### config.mk
export PLATFORM = sky130hd
export DESIGN_NAME = charger_control_status_registers
export DESIGN_NICKNAME = d
export VERILOG_FILES = /design/src/core/charger_regs_pkg.sv /design/src/core/charger_control_status_registers.sv
export VERILOG_INCLUDE_DIRS = /design/src /design/src/core
export SDC_FILE = /design/constraint.sdc
export NUM_CORES = 1
export LEC_CHECK = 0
export BUFFER_PORTS_ARGS = -buffer_cell sky130_fd_sc_hd__buf_2
export CAP_MARGIN = 20
export CORE_AREA = 2 2 119 121
export CTS_CLUSTER_SIZE = 24
export DETAILED_ROUTE_END_ITERATION = 10
export DIE_AREA = 0 0 121 123
export PLACE_DENSITY = 0.61
export SLEW_MARGIN = 25
export SYNTH_ARGS = -nofsm -noshare
export SYNTH_HDL_FRONTEND = slang
export SYNTH_SLANG_ARGS = --single-unit
export TNS_END_PERCENT = 10
### constraint.sdc
create_clock -name clock_i -period 3.5 [get_ports clock_i]
set_input_delay 0.35 -clock clock_i [delete_from_list [all_inputs] [get_ports clock_i]]
set_output_delay 0.35 -clock clock_i [all_outputs]
set_load 0.01 [all_outputs]
### src/core/charger_regs_defines.svh
`ifndef CHARGER_REGS_DEFINES_SVH
`define CHARGER_REGS_DEFINES_SVH

// ***************************************
// register identifiers
// ***************************************
`define ID_PRODUCT_IDENTITY 16'h0100
`define ID_SYNC_GROUP       16'h0104
`define ID_FEATURE_FLAGS    16'h0140
`define ID_ON_OFF           16'h0200
`define ID_CHARGE_PHASE     16'h0201
`define ID_REMOTE_MASK      16'h0202
`define ID_CAUSE_NARROW     16'h0205
`define ID_CAUSE_WIDE       16'h0207

// ***************************************
// field values and layouts
// ***************************************
`define IDENTITY_INSTANCE   8'h00
`define IDENTITY_RESERVED   8'hff
`define FEATURE_DEFINED     32'h0e3f_ffff
`define MODE_OFF_LEGACY     8'h00
`define MODE_OFF            8'h04
`define MODE_ON             8'h01
`define REMOTE_ONOFF_BIT    1
`define REMOTE_MASK_RESET   32'h0000_0002
`define SOFT_ON_RESET       1'b1
`define SYNC_GROUP_RESET    8'h00
`define CAUSE_DEFINED       32'h0000_027f
`define CAUSE_NO_INPUT      0
`define CAUSE_PHYS_SWITCH   1
`define CAUSE_SOFT_SWITCH   2
`define CAUSE_REMOTE_INPUT  3
`define CAUSE_INTERNAL      4
`define CAUSE_NO_CREDIT     5
`define CAUSE_BATT_MGMT     6
`define CAUSE_BATT_COLD     9

// ***************************************
// charge phase codes
// ***************************************
`define PHASE_NOT_CHARGING  8'h00
`define PHASE_FAULT         8'h02
`define PHASE_BULK          8'h03
`define PHASE_HOLD          8'h04
`define PHASE_MAINTAIN      8'h05
`define PHASE_STORAGE       8'h06
`define PHASE_MANUAL_EQ     8'h07
`define PHASE_WAKE_UP       8'hf5
`define PHASE_AUTO_EQ       8'hf7
`define PHASE_UPDATE        8'hfa
`define PHASE_EXTERNAL      8'hfc
`define PHASE_NO_INFO       8'hff

`endif

### src/core/charger_regs_pkg.sv
package charger_regs_pkg;

   // raw phase reported by the charging engine
   typedef enum logic [3:0] {
      eng_idle     = 4'h0,
      eng_fault    = 4'h1,
      eng_bulk     = 4'h2,
      eng_hold     = 4'h3,
      eng_maintain = 4'h4,
      eng_storage  = 4'h5,
      eng_wake_up  = 4'h6,
      eng_update   = 4'h7,
      eng_external = 4'h8,
      eng_unknown  = 4'h9
   } engine_phase_type;

   typedef enum logic [1:0] {
      st_idle   = 2'b01,
      st_answer = 2'b10
   } access_state_type;

endpackage

### src/core/charger_control_status_registers.sv
`timescale 1ns/10ps
`include "charger_regs_defines.svh"

module charger_control_status_registers (
   // clock and reset
   input  wire logic                              clock_i,
   input  wire logic                              nrst_i,
   // get/set access
   input  wire logic                              req_valid_i,
   input  wire logic                              req_write_i,
   input  wire logic [15:0]                       req_id_i,
   input  wire logic [31:0]                       req_wdata_i,
   output logic                                   req_ready_o,
   output logic                                   rsp_valid_o,
   output logic [31:0]                            rsp_data_o,
   output logic                                   rsp_error_o,
   // device restart
   input  wire logic                              restart_i,
   // static product data
   input  wire logic [15:0]                       product_code_i,
   input  wire logic [31:0]                       feature_present_i,
   // charging engine status
   input  wire charger_regs_pkg::engine_phase_type engine_phase_i,
   input  wire logic                              manual_eq_i,
   input  wire logic                              auto_eq_i,
   input  wire logic                              batt_protect_i,
   // shutdown causes
   input  wire logic                              no_input_power_i,
   input  wire logic                              physical_switch_off_i,
   input  wire logic                              remote_input_off_i,
   input  wire logic                              internal_off_i,
   input  wire logic                              credit_exhausted_i,
   input  wire logic                              battery_management_system_off_i,
   input  wire logic                              battery_cold_i,
   // control outputs
   output logic                                   charger_on_o,
   output logic [7:0]                             sync_group_number_o
);

   // ***************************************
   // storage
   // ***************************************
   charger_regs_pkg::access_state_type state;
   logic        soft_on;
   logic [31:0] remote_enable_mask;
   logic [7:0]  sync_group_number;
   logic [7:0]  charge_phase;
   logic [7:0]  next_charge_phase;
   logic [7:0]  shutdown_cause_narrow;
   logic [31:0] shutdown_cause_wide;
   logic [31:0] next_cause;
   logic [31:0] read_value;
   logic        id_known;
   logic        id_writable;
   logic        take;
   logic        set_access;
   logic        mode_write_ok;
   logic [7:0]  mode_value;

   assign req_ready_o   = (state == charger_regs_pkg::st_idle);
   assign rsp_valid_o   = (state == charger_regs_pkg::st_answer);
   assign take          = req_valid_i & req_ready_o;
   assign set_access    = take & req_write_i;
   assign mode_write_ok = set_access & (req_id_i == `ID_ON_OFF)
                          & remote_enable_mask[`REMOTE_ONOFF_BIT];
   assign mode_value    = soft_on ? `MODE_ON : `MODE_OFF;
   assign charger_on_o  = soft_on;
   assign sync_group_number_o = sync_group_number;

   // ***************************************
   // access sequencer
   // ***************************************
   always_ff @(posedge clock_i or negedge nrst_i) begin
      if (!nrst_i) begin
         state <= charger_regs_pkg::st_idle;
      end else begin
         case (state)
            charger_regs_pkg::st_idle: begin
               if (req_valid_i) begin
                  state <= charger_regs_pkg::st_answer;
               end
            end
            charger_regs_pkg::st_answer: begin
               state <= charger_regs_pkg::st_idle;
            end
            default: begin
               state <= charger_regs_pkg::st_idle;
            end
         endcase
      end
   end

   // ***************************************
   // read decode
   // ***************************************
   always_comb begin
      read_value  = 32'h0000_0000;
      id_known    = 1'b1;
      id_writable = 1'b0;
      case (req_id_i)
         `ID_PRODUCT_IDENTITY: begin
            read_value = {`IDENTITY_RESERVED, product_code_i, `IDENTITY_INSTANCE};
         end
         `ID_SYNC_GROUP: begin
            read_value  = {24'h00_0000, sync_group_number};
            id_writable = 1'b1;
         end
         `ID_FEATURE_FLAGS: begin
            read_value = feature_present_i & `FEATURE_DEFINED;
         end
         `ID_ON_OFF: begin
            read_value  = {24'h00_0000, mode_value};
            id_writable = 1'b1;
         end
         `ID_CHARGE_PHASE: begin
            read_value = {24'h00_0000, charge_phase};
         end
         `ID_REMOTE_MASK: begin
            read_value  = remote_enable_mask;
            id_writable = 1'b1;
         end
         `ID_CAUSE_NARROW: begin
            read_value = {24'h00_0000, shutdown_cause_narrow};
         end
         `ID_CAUSE_WIDE: begin
            read_value = shutdown_cause_wide;
         end
         default: begin
            id_known = 1'b0;
         end
      endcase
   end

   // ***************************************
   // answer
   // ***************************************
   always_ff @(posedge clock_i or negedge nrst_i) begin
      if (!nrst_i) begin
         rsp_data_o  <= 32'h0000_0000;
         rsp_error_o <= 1'b0;
      end else if (take) begin
         rsp_data_o  <= read_value;
         rsp_error_o <= ~id_known | (req_write_i & ~id_writable);
      end
   end

   // ***************************************
   // soft on/off switch
   // ***************************************
   always_ff @(posedge clock_i or negedge nrst_i) begin
      if (!nrst_i) begin
         soft_on <= `SOFT_ON_RESET;
      end else if (mode_write_ok) begin
         if ((req_wdata_i[7:0] == `MODE_OFF) || (req_wdata_i[7:0] == `MODE_OFF_LEGACY)) begin
            soft_on <= 1'b0;
         end else if (req_wdata_i[7:0] == `MODE_ON) begin
            soft_on <= 1'b1;
         end
      end
   end

   // ***************************************
   // remote enable mask
   // ***************************************
   always_ff @(posedge clock_i or negedge nrst_i) begin
      if (!nrst_i) begin
         remote_enable_mask <= `REMOTE_MASK_RESET;
      end else if (restart_i) begin
         remote_enable_mask <= `REMOTE_MASK_RESET;
      end else if (set_access && (req_id_i == `ID_REMOTE_MASK)) begin
         // reserved bits stored but steer nothing
         remote_enable_mask <= remote_enable_mask | req_wdata_i;
      end
   end

   // ***************************************
   // synchronised charging group
   // ***************************************
   always_ff @(posedge clock_i or negedge nrst_i) begin
      if (!nrst_i) begin
         sync_group_number <= `SYNC_GROUP_RESET;
      end else if (set_access && (req_id_i == `ID_SYNC_GROUP)) begin
         sync_group_number <= req_wdata_i[7:0];
      end
   end

   // ***************************************
   // charge phase
   // ***************************************
   always_comb begin
      next_charge_phase = `PHASE_NO_INFO;
      if (manual_eq_i) begin
         next_charge_phase = `PHASE_MANUAL_EQ;
      end else if (auto_eq_i) begin
         next_charge_phase = `PHASE_AUTO_EQ;
      end else if (batt_protect_i) begin
         next_charge_phase = `PHASE_BULK;
      end else begin
         case (engine_phase_i)
            charger_regs_pkg::eng_idle:     next_charge_phase = `PHASE_NOT_CHARGING;
            charger_regs_pkg::eng_fault:    next_charge_phase = `PHASE_FAULT;
            charger_regs_pkg::eng_bulk:     next_charge_phase = `PHASE_BULK;
            charger_regs_pkg::eng_hold:     next_charge_phase = `PHASE_HOLD;
            charger_regs_pkg::eng_maintain: next_charge_phase = `PHASE_MAINTAIN;
            charger_regs_pkg::eng_storage:  next_charge_phase = `PHASE_STORAGE;
            charger_regs_pkg::eng_wake_up:  next_charge_phase = `PHASE_WAKE_UP;
            charger_regs_pkg::eng_update:   next_charge_phase = `PHASE_UPDATE;
            charger_regs_pkg::eng_external: next_charge_phase = `PHASE_EXTERNAL;
            default:                        next_charge_phase = `PHASE_NO_INFO;
         endcase
      end
   end

   always_ff @(posedge clock_i or negedge nrst_i) begin
      if (!nrst_i) begin
         charge_phase <= `PHASE_NO_INFO;
      end else begin
         charge_phase <= next_charge_phase;
      end
   end

   // ***************************************
   // shutdown causes
   // ***************************************
   always_comb begin
      next_cause                      = 32'h0000_0000;
      next_cause[`CAUSE_NO_INPUT]     = no_input_power_i;
      next_cause[`CAUSE_PHYS_SWITCH]  = physical_switch_off_i;
      next_cause[`CAUSE_SOFT_SWITCH]  = ~soft_on;
      next_cause[`CAUSE_REMOTE_INPUT] = remote_input_off_i;
      next_cause[`CAUSE_INTERNAL]     = internal_off_i;
      next_cause[`CAUSE_NO_CREDIT]    = credit_exhausted_i;
      next_cause[`CAUSE_BATT_MGMT]    = battery_management_system_off_i;
      next_cause[`CAUSE_BATT_COLD]    = battery_cold_i;
   end

   always_ff @(posedge clock_i or negedge nrst_i) begin
      if (!nrst_i) begin
         shutdown_cause_wide   <= 32'h0000_0000;
         shutdown_cause_narrow <= 8'h00;
      end else begin
         shutdown_cause_wide   <= next_cause & `CAUSE_DEFINED;
         shutdown_cause_narrow <= next_cause[7:0];
      end
   end

   // ***************************************
   // checks
   // ***************************************
   AST_IDENTITY_LAYOUT: assert property (@(posedge clock_i) disable iff (!nrst_i)
      (take && !req_write_i && (req_id_i == `ID_PRODUCT_IDENTITY))
      |=> (rsp_valid_o && (rsp_data_o[7:0] == 8'h00) && (rsp_data_o[31:24] == 8'hff)
           && (rsp_data_o[23:8] == $past(product_code_i))))
      else $error("identity layout wrong");

   AST_FEATURE_GAPS: assert property (@(posedge clock_i) disable iff (!nrst_i)
      (take && (req_id_i == `ID_FEATURE_FLAGS))
      |=> ((rsp_data_o[24:22] == 3'h0) && (rsp_data_o[31:28] == 4'h0)
           && (rsp_data_o[21:0] == $past(feature_present_i[21:0]))))
      else $error("feature flags wrong");

   AST_ANSWER_ONE_CYCLE: assert property (@(posedge clock_i) disable iff (!nrst_i)
      take |=> (rsp_valid_o && !req_ready_o) ##1 (!rsp_valid_o && req_ready_o))
      else $error("answer timing wrong");

   AST_MODE_OFF_WRITE: assert property (@(posedge clock_i) disable iff (!nrst_i)
      (take && req_write_i && (req_id_i == `ID_ON_OFF) && remote_enable_mask[1]
       && ((req_wdata_i[7:0] == 8'h04) || (req_wdata_i[7:0] == 8'h00)))
      |=> !charger_on_o ##1 shutdown_cause_wide[2])
      else $error("off command not obeyed");

   AST_MODE_ON_WRITE: assert property (@(posedge clock_i) disable iff (!nrst_i)
      (take && req_write_i && (req_id_i == `ID_ON_OFF) && remote_enable_mask[1]
       && (req_wdata_i[7:0] == 8'h01))
      |=> charger_on_o)
      else $error("on command not obeyed");

   AST_MODE_READBACK: assert property (@(posedge clock_i) disable iff (!nrst_i)
      (take && !req_write_i && (req_id_i == `ID_ON_OFF))
      |=> (rsp_data_o == ($past(soft_on) ? 32'h0000_0001 : 32'h0000_0004)))
      else $error("mode read-back wrong");

   AST_MODE_IGNORED: assert property (@(posedge clock_i) disable iff (!nrst_i)
      (take && req_write_i && (req_id_i == `ID_ON_OFF) && !remote_enable_mask[1])
      |=> $stable(charger_on_o))
      else $error("mode write taken without enable");

   AST_MASK_SET_ONLY: assert property (@(posedge clock_i) disable iff (!nrst_i)
      !restart_i |=> ((remote_enable_mask & $past(remote_enable_mask))
                      == $past(remote_enable_mask)))
      else $error("mask bit cleared without restart");

   AST_MASK_RESTART: assert property (@(posedge clock_i) disable iff (!nrst_i)
      restart_i |=> (remote_enable_mask == 32'h0000_0002))
      else $error("mask not back to default");

   AST_PHASE_PRIORITY: assert property (@(posedge clock_i) disable iff (!nrst_i)
      (auto_eq_i && !manual_eq_i) |=> (charge_phase == 8'hf7))
      else $error("auto equalise phase wrong");

   AST_PHASE_MANUAL: assert property (@(posedge clock_i) disable iff (!nrst_i)
      manual_eq_i |=> (charge_phase == 8'h07))
      else $error("manual equalise phase wrong");

   AST_CAUSE_SHARED: assert property (@(posedge clock_i) disable iff (!nrst_i)
      1'b1 |=> (shutdown_cause_narrow[6:0] == shutdown_cause_wide[6:0])
               && (shutdown_cause_wide[9] == $past(battery_cold_i)))
      else $error("cause variants differ");

   AST_MASK_BITS_OR: assert property (@(posedge clock_i) disable iff (!nrst_i)
      (set_access && (req_id_i == `ID_REMOTE_MASK) && !restart_i)
      |=> (remote_enable_mask == ($past(remote_enable_mask) | $past(req_wdata_i))))
      else $error("mask write not set-only");

   AST_MODE_OTHER_VALUE: assert property (@(posedge clock_i) disable iff (!nrst_i)
      (take && req_write_i && (req_id_i == `ID_ON_OFF) && (req_wdata_i[7:0] != 8'h00)
       && (req_wdata_i[7:0] != 8'h01) && (req_wdata_i[7:0] != 8'h04))
      |=> $stable(charger_on_o))
      else $error("unknown mode value obeyed");

   AST_PHASE_PROTECT: assert property (@(posedge clock_i) disable iff (!nrst_i)
      (batt_protect_i && !auto_eq_i && !manual_eq_i) |=> (charge_phase == 8'h03))
      else $error("protection start-up phase wrong");

   AST_PHASE_FAULT: assert property (@(posedge clock_i) disable iff (!nrst_i)
      (!manual_eq_i && !auto_eq_i && !batt_protect_i
       && (engine_phase_i == charger_regs_pkg::eng_fault)) |=> (charge_phase == 8'h02))
      else $error("fault phase wrong");

   AST_PHASE_HOLD: assert property (@(posedge clock_i) disable iff (!nrst_i)
      (!manual_eq_i && !auto_eq_i && !batt_protect_i
       && (engine_phase_i == charger_regs_pkg::eng_hold)) |=> (charge_phase == 8'h04))
      else $error("hold phase wrong");

   AST_PHASE_UPDATE: assert property (@(posedge clock_i) disable iff (!nrst_i)
      (!manual_eq_i && !auto_eq_i && !batt_protect_i
       && (engine_phase_i == charger_regs_pkg::eng_update)) |=> (charge_phase == 8'hfa))
      else $error("update phase wrong");

   AST_PHASE_NO_INFO: assert property (@(posedge clock_i) disable iff (!nrst_i)
      (!manual_eq_i && !auto_eq_i && !batt_protect_i
       && (engine_phase_i == charger_regs_pkg::eng_unknown)) |=> (charge_phase == 8'hff))
      else $error("no information phase wrong");

   AST_CAUSE_SOFT: assert property (@(posedge clock_i) disable iff (!nrst_i)
      1'b1 |=> (shutdown_cause_wide[2] == !$past(charger_on_o)))
      else $error("soft switch cause wrong");

endmodule

# --- Yosys cells after proc, flatten, opt, wreduce, memory -nomap -nowiden ---
# Memories as Yosys holds them, arrays and structs flattened.
# Index checks and enable logic that the tools add are counted.
totals:
  memories: 1
  wordCells: 55
  romBits: 128
  reg_bits: 99
  out_inout_bits: 44
  in_bits: 115
classes:
  n_reduce_logical: 9
  eq_ne: 13
  bitwise: 10
  mux: 13
mem_list:
  columns: ["memory", "words", "width", "read_ports", "rd_ports_with_merged_regs", "write_ports", "line_no", "rtl"]
  rows:
  - ["(name not given)", 16, 8, 1, 0, 0, "charger_control_status_registers.sv:199", "case (engine_phase_i)"]
ops:
  columns: ["cell", "n"]
  rows:
  - ["one-hot mux 32 bit (8 select lines)", 1]
  - ["== test 16 x 10 -> 1 bit (second input constant)", 5]
  - ["2-to-1 mux 32 bit", 2]
  - ["== test 16 x 9 -> 1 bit (second input constant)", 3]
  - ["OR 32 bit", 1]
  - ["2-to-1 mux 8 bit", 3]
  - ["== test 8 x 1 -> 1 bit (second input constant)", 1]
  - ["== test 8 x 3 -> 1 bit (second input constant)", 1]
  - ["zero test 8 bit", 1]
  - ["OR reduction 8 bit", 1]
  - ["bitwise AND 1 bit", 5]
  - ["2-to-1 mux 1 bit", 4]
  - ["2-to-1 mux 2 bit", 2]
  - ["nonzero test 2 bit", 2]
  - ["2-to-1 mux 3 bit", 1]
  - ["NOT 1 bit", 3]
  - ["OR reduction 3 bit", 1]
  - ["== test 2 x 1 -> 1 bit (second input constant)", 1]
  - ["== test 2 bit (second input constant)", 1]
  - ["logical AND 1 bit", 2]
  - ["inequality test 2 bit (second input constant)", 1]
  - ["AND reduction 2 bit", 1]
  - ["logical OR 1 bit", 1]
  - ["OR 1 bit", 1]

# --- Logic depth before layout (Yosys ltp) ---
# Gate-level depths: netlist of the first run.
logic_depth:
  word_depth: 6
  mapped_depth: 8
  ltp_nobuf: 6

# --- Worst setup path before layout of the first run ---
# OpenSTA, ideal clock, no wires.
synth_path:
  kind: "input to register"
  from: "input req_id_i[1]"
  to: "register rsp_data_o[0]"
  setup_slack_ns: 1.548
  arrival_time_ns: 1.867
  stages: 7
  n_path_buf: 2
  setup_ns: 0.086
  required_ns: 3.414
  cell_sequence: "buf_2 > nor4b_4 > mux2i_1 > or3_1 > a41o_1 > buf_6 > a32oi_1"
synth_via:
  elab_chain_len: 2
  elab_cells_between_ends: 9
  cone_classes: "eq/ne (8); mux (1)"
synth_lines:
  columns: ["element", "line_no", "rtl"]
  rows:
  - ["start, declared", "charger_control_status_registers.sv:11", "input wire logic [15:0] req_id_i,"]
  - ["== test 16 x 10 -> 1 bit or == test 16 x 9 -> 1 bit (tied branches)", "charger_control_status_registers.sv:100", "case (req_id_i)"]
  - ["one-hot mux 32 bit (8 select lines) *", "charger_control_status_registers.sv:100", null]
  - ["end signal, assigned", "charger_control_status_registers.sv:142", "rsp_data_o <= read_value;"]
  - ["end, declared", "charger_control_status_registers.sv:15", "output logic [31:0] rsp_data_o,"]
# Mark *: on every way between the ends. The rest lies on a longest branch, timed or not.
# A chain may end at the register's enable or synchronous reset.

# --- Final worst setup path of the first run ---
layout_path:
  from: "register state[0]"
  to: "register remote_enable_mask[21]"
layout_via:
  elab_chain_len: 5
layout_lines:
  columns: ["element", "line_no", "rtl"]
  rows:
  - ["start, declared", "charger_control_status_registers.sv:43", "charger_regs_pkg::access_state_type state;"]
  - ["start signal, assigned", "charger_control_status_registers.sv:75", "state <= charger_regs_pkg::st_idle;"]
  - ["start signal, assigned", "charger_control_status_registers.sv:80", "state <= charger_regs_pkg::st_answer;"]
  - ["start signal, assigned", "charger_control_status_registers.sv:84", "state <= charger_regs_pkg::st_idle;"]
  - ["== test 2 x 1 -> 1 bit", "charger_control_status_registers.sv:60", "assign req_ready_o = (state == charger_regs_pkg::st_idle);"]
  - ["bitwise AND 1 bit", "charger_control_status_registers.sv:62", "assign take = req_valid_i & req_ready_o;"]
  - ["bitwise AND 1 bit", "charger_control_status_registers.sv:63", "assign set_access = take & req_write_i;"]
  - ["logical AND 1 bit", "charger_control_status_registers.sv:170", "end else if (set_access && (req_id_i == `ID_REMOTE_MASK)) begin"]
  - ["nonzero test 2 bit (no source line)", null, null]
  - ["end signal, assigned", "charger_control_status_registers.sv:167", "remote_enable_mask <= `REMOTE_MASK_RESET;"]
  - ["end signal, assigned", "charger_control_status_registers.sv:169", "remote_enable_mask <= `REMOTE_MASK_RESET;"]
  - ["end signal, assigned", "charger_control_status_registers.sv:172", "remote_enable_mask <= remote_enable_mask | req_wdata_i;"]
  - ["end, declared", "charger_control_status_registers.sv:45", "logic [31:0] remote_enable_mask;"]
# Every way passes these cells.

==> results of run 1 <==
final timing paths:
| check | slack [ps] | depth (start not counted) | startpoint | endpoint |
|---|---|---|---|---|
| min reg2reg | 480 | 2 | rsp_data_o[28] | rsp_data_o[28] |
| max in group asynchronous | 2780 | 2 | nrst_i | state[0] |
| max reg2reg | 1190 | 6 | state[0] | remote_enable_mask[21] |
| min in group clock_i | 110 | 1 | internal_off_i | shutdown_cause_wide[4] |
| max | 1190 | 6 | state[0] | remote_enable_mask[21] |
| min | 20 | 1 | nrst_i | rsp_data_o[22] |
area by class of cell:
type / instances / area share [%]
repair buffers: 157 / 15.46
inverters: 7 / 0.5035
multi-input cells: 266 / 31.65
flip-flops and latches: 89 / 42.87
clock buffers: 16 / 5.203
well taps: 180 / 4.316
registers in the layout, indices dropped and copies added, names as in the netlist:
| register | count |
|---|---|
| charge_phase | 5 |
| charger_on_o | 1 |
| remote_enable_mask | 32 |
| rsp_data_o | 32 |
| rsp_error_o | 1 |
| shutdown_cause_wide | 8 |
| state | 2 |
| sync_group_number_o | 8 |
cell families after synthesis:
group           synth area share, %
mux                           2.766
simple gates                  16.69
fa+ha+maj                     1.243
buf+inv                       3.698
flops                         55.56
compound gates                20.04
routing by layer:
metal / GRT usage, % / wire (um)
met5: 0 / 16
met4: 6.831 / 211
met3: 4.566 / 856
met2: 28.13 / 5982
met1: 21.34 / 5229
cells in the final DEF (no fill, tap or decap), types with 3 or more instances in the layout:
cell type | netlist | layout
buf_2 | 8 | 150
dfrtp_1 | 81 | 81
nor2_1 | 49 | 47
a21oi_1 | 41 | 41
nand2_1 | 39 | 39
o21ai_1 | 18 | 18
a222oi_1 | 15 | 15
o21ai_0 | 14 | 14
mux2_2 | 9 | 9
a221oi_1 | 9 | 9
a22oi_1 | 9 | 9
clkbuf_16 | 0 | 9
dfstp_2 | 8 | 8
inv_1 | 6 | 6
nor3_1 | 6 | 6
buf_4 | 1 | 6
clkbuf_1 | 14 | 5
o2bb2ai_1 | 4 | 4
ha_1 | 4 | 4
nor2b_1 | 3 | 3
nand3b_1 | 3 | 3
nand2b_1 | 3 | 3
nor4_4 | 3 | 3
nor4_1 | 3 | 3
a21boi_0 | 3 | 3
a32oi_1 | 3 | 3
o22ai_1 | 3 | 3
critical path, cell delays in order (launching register included):
cell and delay [ps]:
dfstp_2 530, and3b_1 330, nand2_1 220, nor3_4 520, buf_4 390, a21oi_1 110
nor2_1 120
power by group through the flow:
stage	clock network (uW)	registers (uW)	logic, uW
2_1_floorplan	0	1080	60.9
3_3_place_gp	0	1070	186
3_5_place_dp	0	1070	190
4_1_cts	928	1050	191
5_1_grt	975	1060	211
6_report	898	1050	188
metrics by stage:
step,hold slack [ps],util (%)
2_1_floorplan,54.41,-
3_3_place_gp,456.5,36.32
3_5_place_dp,460.2,36.32
4_1_cts,93.08,38.31
5_1_grt,94.77,38.34
6_report,24.78,38.34
==> metrics.csv, run 1 <==
metric,value,unit
CTS Hold Bufs,0,
share of layout cells above drive strength 1,36.82,%
CTS tree,done,
Die H,123,um
Synth area leader,dfrtp_1,
PostCTS Resize Cnt,0,
relative slew slack,44.48,%
skew final,3.188,ps
root buffer cell,clkbuf_16,
"Avg Cell Area, Syn",10.40,sq um
vias post-DR,3650,
Clock Path Buffers,2,
Peak VDD IR,0.2069,mV
f_max,432.4,MHz
sw power,498.8,uW
Worst Setup Path Type,reg -> reg,
run status,completed,
row count,43,
TritonCTS Buffers,9,
number of synthesized flops with an enable pin,0,
"Seq/Total Area, Yosys",55.56,%
Clock transition at path regs,60,ps
Total Die Area,14880,sq um
largest net degree at the start of global routing,81,
multi-input logic area,1652,sq um
DRT Pass-1 Iters,6,
total negative slack,0,ps
post-synth top area share,50.34,%
Internal,1643,uW
Skew-Pair Late Insertion Delay,340,ps
Max Cap Violations,0,
Clk network pwr share,42.0,%
RSZ-0062 raised after global routing,false,
Synth Register Bits,89,
post-CTS setup buffers,0,
clock period minus worst slack,2313,ps
HP Class,in -> async,
Gate Count Post-Synth,387,
top post-synthesis cells by count,"dfrtp_1, nor2_1, a21oi_1, nand2_1, o21ai_1",
placed cell area,4943,sq um
initial antenna violation count,1,
Port-buffer cells,151,
Ant. Diodes,0,
hpwl dp,8912,um
P&R area growth vs syn,29.61,%
first-pass GRT wire length,19290,um
Sink Count,89,
Synth area leaders,"dfrtp_1, dfstp_2, a21oi_1",
Vias/cell,5.105,
Total GRT Usage,17.06,%
"Arr. time, crit path",2570,ps
Synthesized Nets,506,
Non-Filler Instances,715,
# DRC,0,
core area,13610,sq um
Final WS setup,1187,ps
Pwr Density,410.3,nW/um^2
register area,2237,sq um
Gate power share,8.8,%
Final Hold Viols,0,
H-tree Lvls,3,
routability congestion estimate,0.8417,
Synth warnings,0,
Synth cell types,50,
Final nets,649,
critical path endpoint category,register,
Synth Cell Area,4026,sq um
fill cell count,1380,
Seq pwr share,49.2,%
Async SR Flop Fraction,100.0,%
Max Slew Vio Count,0,
routed wire length,12300,um
Avg WL per Cell,17.20,um
main flop type after synthesis,dfrtp_1,
vias in the first global route,3713,
design area,5219,sq um
Final Power,2141,uW
post-placement cell count,699,
maximum net fanout on the critical path,22,
crit start category,register,
ANT nets after route,0,
"Setup violations, final",0,
Worst EP required,3760,ps
dpl ws,917.8,ps
Static Leakage,0.002451,uW
Switching Fraction,23.29,%
most numerous cell in the Yosys netlist,dfrtp_1,
fin crit share,66.08,%
Worst-Margin Slew,832.8,ps
initial drt markers,337,
Die X,121,um
starting density of the core,29.58,%
I/O pins,159,
gr ovfl total,0,
No activity file was read; power rests on OpenSTA's default activity.
==> inputs of run 2 (changes only) <==
--- a/config.mk
+++ b/config.mk
@@ -6,13 +6,14 @@
 export SDC_FILE = /design/constraint.sdc
 export NUM_CORES = 1
 export LEC_CHECK = 0
+export ABC_AREA = 1
 export BUFFER_PORTS_ARGS = -buffer_cell sky130_fd_sc_hd__buf_2
 export CAP_MARGIN = 20
-export CORE_AREA = 2 2 119 121
+export CORE_AREA = 2 2 125 127
 export CTS_CLUSTER_SIZE = 24
 export DETAILED_ROUTE_END_ITERATION = 10
-export DIE_AREA = 0 0 121 123
-export PLACE_DENSITY = 0.61
+export DIE_AREA = 0 0 127 129
+export PLACE_DENSITY = 0.6
 export SLEW_MARGIN = 25
 export SYNTH_ARGS = -nofsm -noshare
 export SYNTH_HDL_FRONTEND = slang
==> constraint.sdc (replaced) <==
create_clock -name clock_i -period 2.3 [get_ports clock_i]
set_input_delay 0.23 -clock clock_i [delete_from_list [all_inputs] [get_ports clock_i]]
set_output_delay 0.23 -clock clock_i [all_outputs]
set_load 0.01 [all_outputs]
==> run 2 against run 1 <==
Compared with the run above: design area rose by 9.5%; synthesized cell count increased by 44%; register-to-register slack got worse by 610 ps; first-iteration DRC count is 31% lower; count of clock-buffer cells in the layout down 3; critical path type unchanged; critical endpoint is now remote_enable_mask[29].
==> metrics.csv, run 2 <==
metric,value,unit,change
"Arr. time, crit path",1970,ps,was 2570 ps
Synth warnings,0,,unchanged
Clock Path Buffers,2,,unchanged
Hold Crit Depth,2,,
Worst Setup Path Type,reg -> reg,,unchanged
number of synthesized flops with an enable pin,0,,unchanged
Skew-Pair Late Insertion Delay,340,ps,about the same
Critical Path Most Common Cell,nand2_1,,
largest net degree at the start of global routing,54,,was 81
Synth Register Bits,89,,unchanged
Top Registers,"remote_enable_mask x32, rsp_data_o x32",,unchanged
hpwl dp,8853,um,was 8912 um
Total GRT Usage,15.98,%,was 17.06%
Non-Filler Instances,904,,was 715
Total Die Area,16380,sq um,was 14880 sq um
ANT nets after route,0,,unchanged
final hold slack,97.05,ps,was 24.78 ps
Slowest cell on crit path,dfstp_2,,unchanged
maximum net fanout on the critical path,32,,was 22
P&R area growth vs syn,29.45,%,was 29.61%
Synth area leader,dfrtp_1,,unchanged
DRT Pass-1 Iters,4,,was 6
Vias/cell,4.383,,was 5.105
initial drt markers,232,,was 337
Worst EP required,2550,ps,was 3760 ps
vias post-DR,3962,,was 3650
TritonCTS Buffers,9,,unchanged
routed wire length,12310,um,was 12300 um
reg2reg path depth,6,,unchanged
I/O pins,159,,unchanged
row count,45,,was 43
Gate Count Post-Synth,556,,was 387
Top Usage Layer GRT,met2,,unchanged
routability congestion estimate,0.7558,,was 0.8417
Max Slew Vio Count,0,,unchanged
Ant. Diodes,0,,unchanged
relative slew slack,55.89,%,was 44.48%
skew final,4.648,ps,was 3.188 ps
HP Class,in -> reg,,was in -> async
first-pass GRT wire length,20260,um,was 19290 um
post-placement cell count,879,,was 699
Die X,127,um,was 121 um
grt met1 use,20.90,%,was 21.34%
"Avg Cell Area, Syn",7.939,sq um,was 10.40 sq um
Worst-Margin Slew,661.7,ps,was 832.8 ps
CTS tree,done,,unchanged
H-tree Lvls,3,,unchanged
"most common cell after layout, fill and taps aside",nand2_1,,was buf_2
main flop type after synthesis,dfrtp_1,,unchanged
"commonest cells after routing, fill and taps aside","nand2_1, buf_2, dfrtp_1, nand3_1, nor2_1",,"was buf_2, dfrtp_1, nor2_1, a21oi_1, nand2_1"
Synthesized Nets,675,,was 506
Final nets,830,,was 649
vias in the first global route,4008,,was 3713
post-CTS setup buffers,0,,unchanged
"Setup violations, final",0,,unchanged
GRT met2 Usage,26.63,%,was 28.13%
fin crit share,74.79,%,was 66.08%
max incr delay on CP,530,ps,about the same
Final Hold Viols,0,,unchanged
crit start category,register,,unchanged
share of layout cells above drive strength 1,30.03,%,was 36.82%
Port-buffer cells,151,,unchanged
met3 usage,3.493,%,was 4.566%
CP cell instances,nand2_1 > nor2_4 > nand2_2 > nor2_8 > nand2_1 > a21oi_1,,was and3b_1 > nand2_1 > nor3_4 > buf_4 > a21oi_1 > nor2_1
gr ovfl total,0,,unchanged
starting density of the core,29.47,%,was 29.58%
Avg WL per Cell,13.62,um,was 17.20 um
post-synth top area share,45.92,%,was 50.34%
Synth Cell Area,4414,sq um,was 4026 sq um
clock period minus worst slack,1720,ps,was 2313 ps
Pwr Density,604.9,nW/um^2,was 410.3 nW/um^2
"Seq/Total Area, Yosys",50.68,%,was 55.56%
Async SR Flop Fraction,100.0,%,unchanged
Peak VDD IR,0.3297,mV,was 0.2069 mV
Synth cell types,27,,was 50
Die H,129,um,was 123 um
run status,completed,,unchanged
root buffer cell,clkbuf_16,,unchanged
total negative slack,0,ps,unchanged
top post-synthesis cells by count,"nand2_1, dfrtp_1, nand3_1, nor2_1, inv_1",,"was dfrtp_1, nor2_1, a21oi_1, nand2_1, o21ai_1"
# DRC,0,,unchanged
Static Leakage,0.003164,uW,was 0.002451 uW
f_max,581.3,MHz,was 432.4 MHz
fill cell count,1628,,was 1380
RSZ-0062 raised after global routing,false,,unchanged
Max Cap Violations,0,,unchanged
most numerous cell in the Yosys netlist,nand2_1,,was dfrtp_1
Synth area leaders,"dfrtp_1, nand2_1, nand3_1",,"was dfrtp_1, dfstp_2, a21oi_1"
Clock transition at path regs,60,ps,about the same
core area,14980,sq um,was 13610 sq um
initial antenna violation count,0,,was 1
Sink Count,89,,unchanged
critical path endpoint category,register,,unchanged
==> run 2: final timing paths <==
kind                                   startpoint                     end  slack, ps
worst max-delay path                     state[0]  remote_enable_mask[29]        580
worst min-delay path            engine_phase_i[3]         charge_phase[1]        100
worst max register to register           state[0]  remote_enable_mask[29]        580
worst min register to register     rsp_data_o[23]          rsp_data_o[23]        470
max in group asynchronous                  nrst_i                state[0]       1190
min in group asynchronous                  nrst_i           rsp_data_o[0]        400
==> run 2: logic make-up after synthesis <==
| family | share of synthesized area [%] |
|---|---|
| buffers and inverters | 7.313 |
| AOI/OAI and AO/OA | 7.710 |
| and+or+nand+nor | 33.16 |
| adders and majority gates | 1.134 |
| DFF | 50.68 |
==> run 2: power by group <==
part | switching [uW] | internal (uW) | leakage (uW)
registers | 7.21 | 1590 | 0.00119
logic | 172 | 111 | 0.00182
clock network | 598 | 981 | 0.000154
total | 777 | 2680 | 0.00316
==> run 2: layer usage <==
metal,vias up,wire (um)
li1,2052,-
met1,1791,5793
met2,108,5696
met3,11,659
met4,0,161
met5,-,0
==> run 2: what timing repair did <==
action / 4_1_cts / 5_1_grt
resized for setup: 0 / 0
hold buffers: 9 / 0
hold endpoints to repair: 37 / 0
==> run 2: through the flow <==
step	instance area, sq um	setup slack [ps]	power [uW]	util, %
global placement	5309	534.9	1899	35.45
detailed placement	5309	482.6	1901	35.45
global route	5714	394.9	3611	38.15
floorplan	4414	865.0	1717	-
finish	5714	579.8	3457	38.15
CTS	5714	534.4	3515	38.15
==> run 2: area by class of cell <==
cell class	count	area (sq um)	share of cell area [%]
inverters	45	173.9	3.044
multi-input cells	401	1854	32.45
well taps	188	235.2	4.116
flip-flops and latches	89	2237	39.15
clock buffers	13	250.2	4.379
clock inverters	3	65.06	1.139
repair buffers	165	898.4	15.72
==> run 2: critical path, delay by kind of cell, from the launching register on <==
kind / cells / cell delay (ps)
and+or+nand+nor: 5 / 920
AOI/OAI and AO/OA: 1 / 160
DFF: 1 / 530
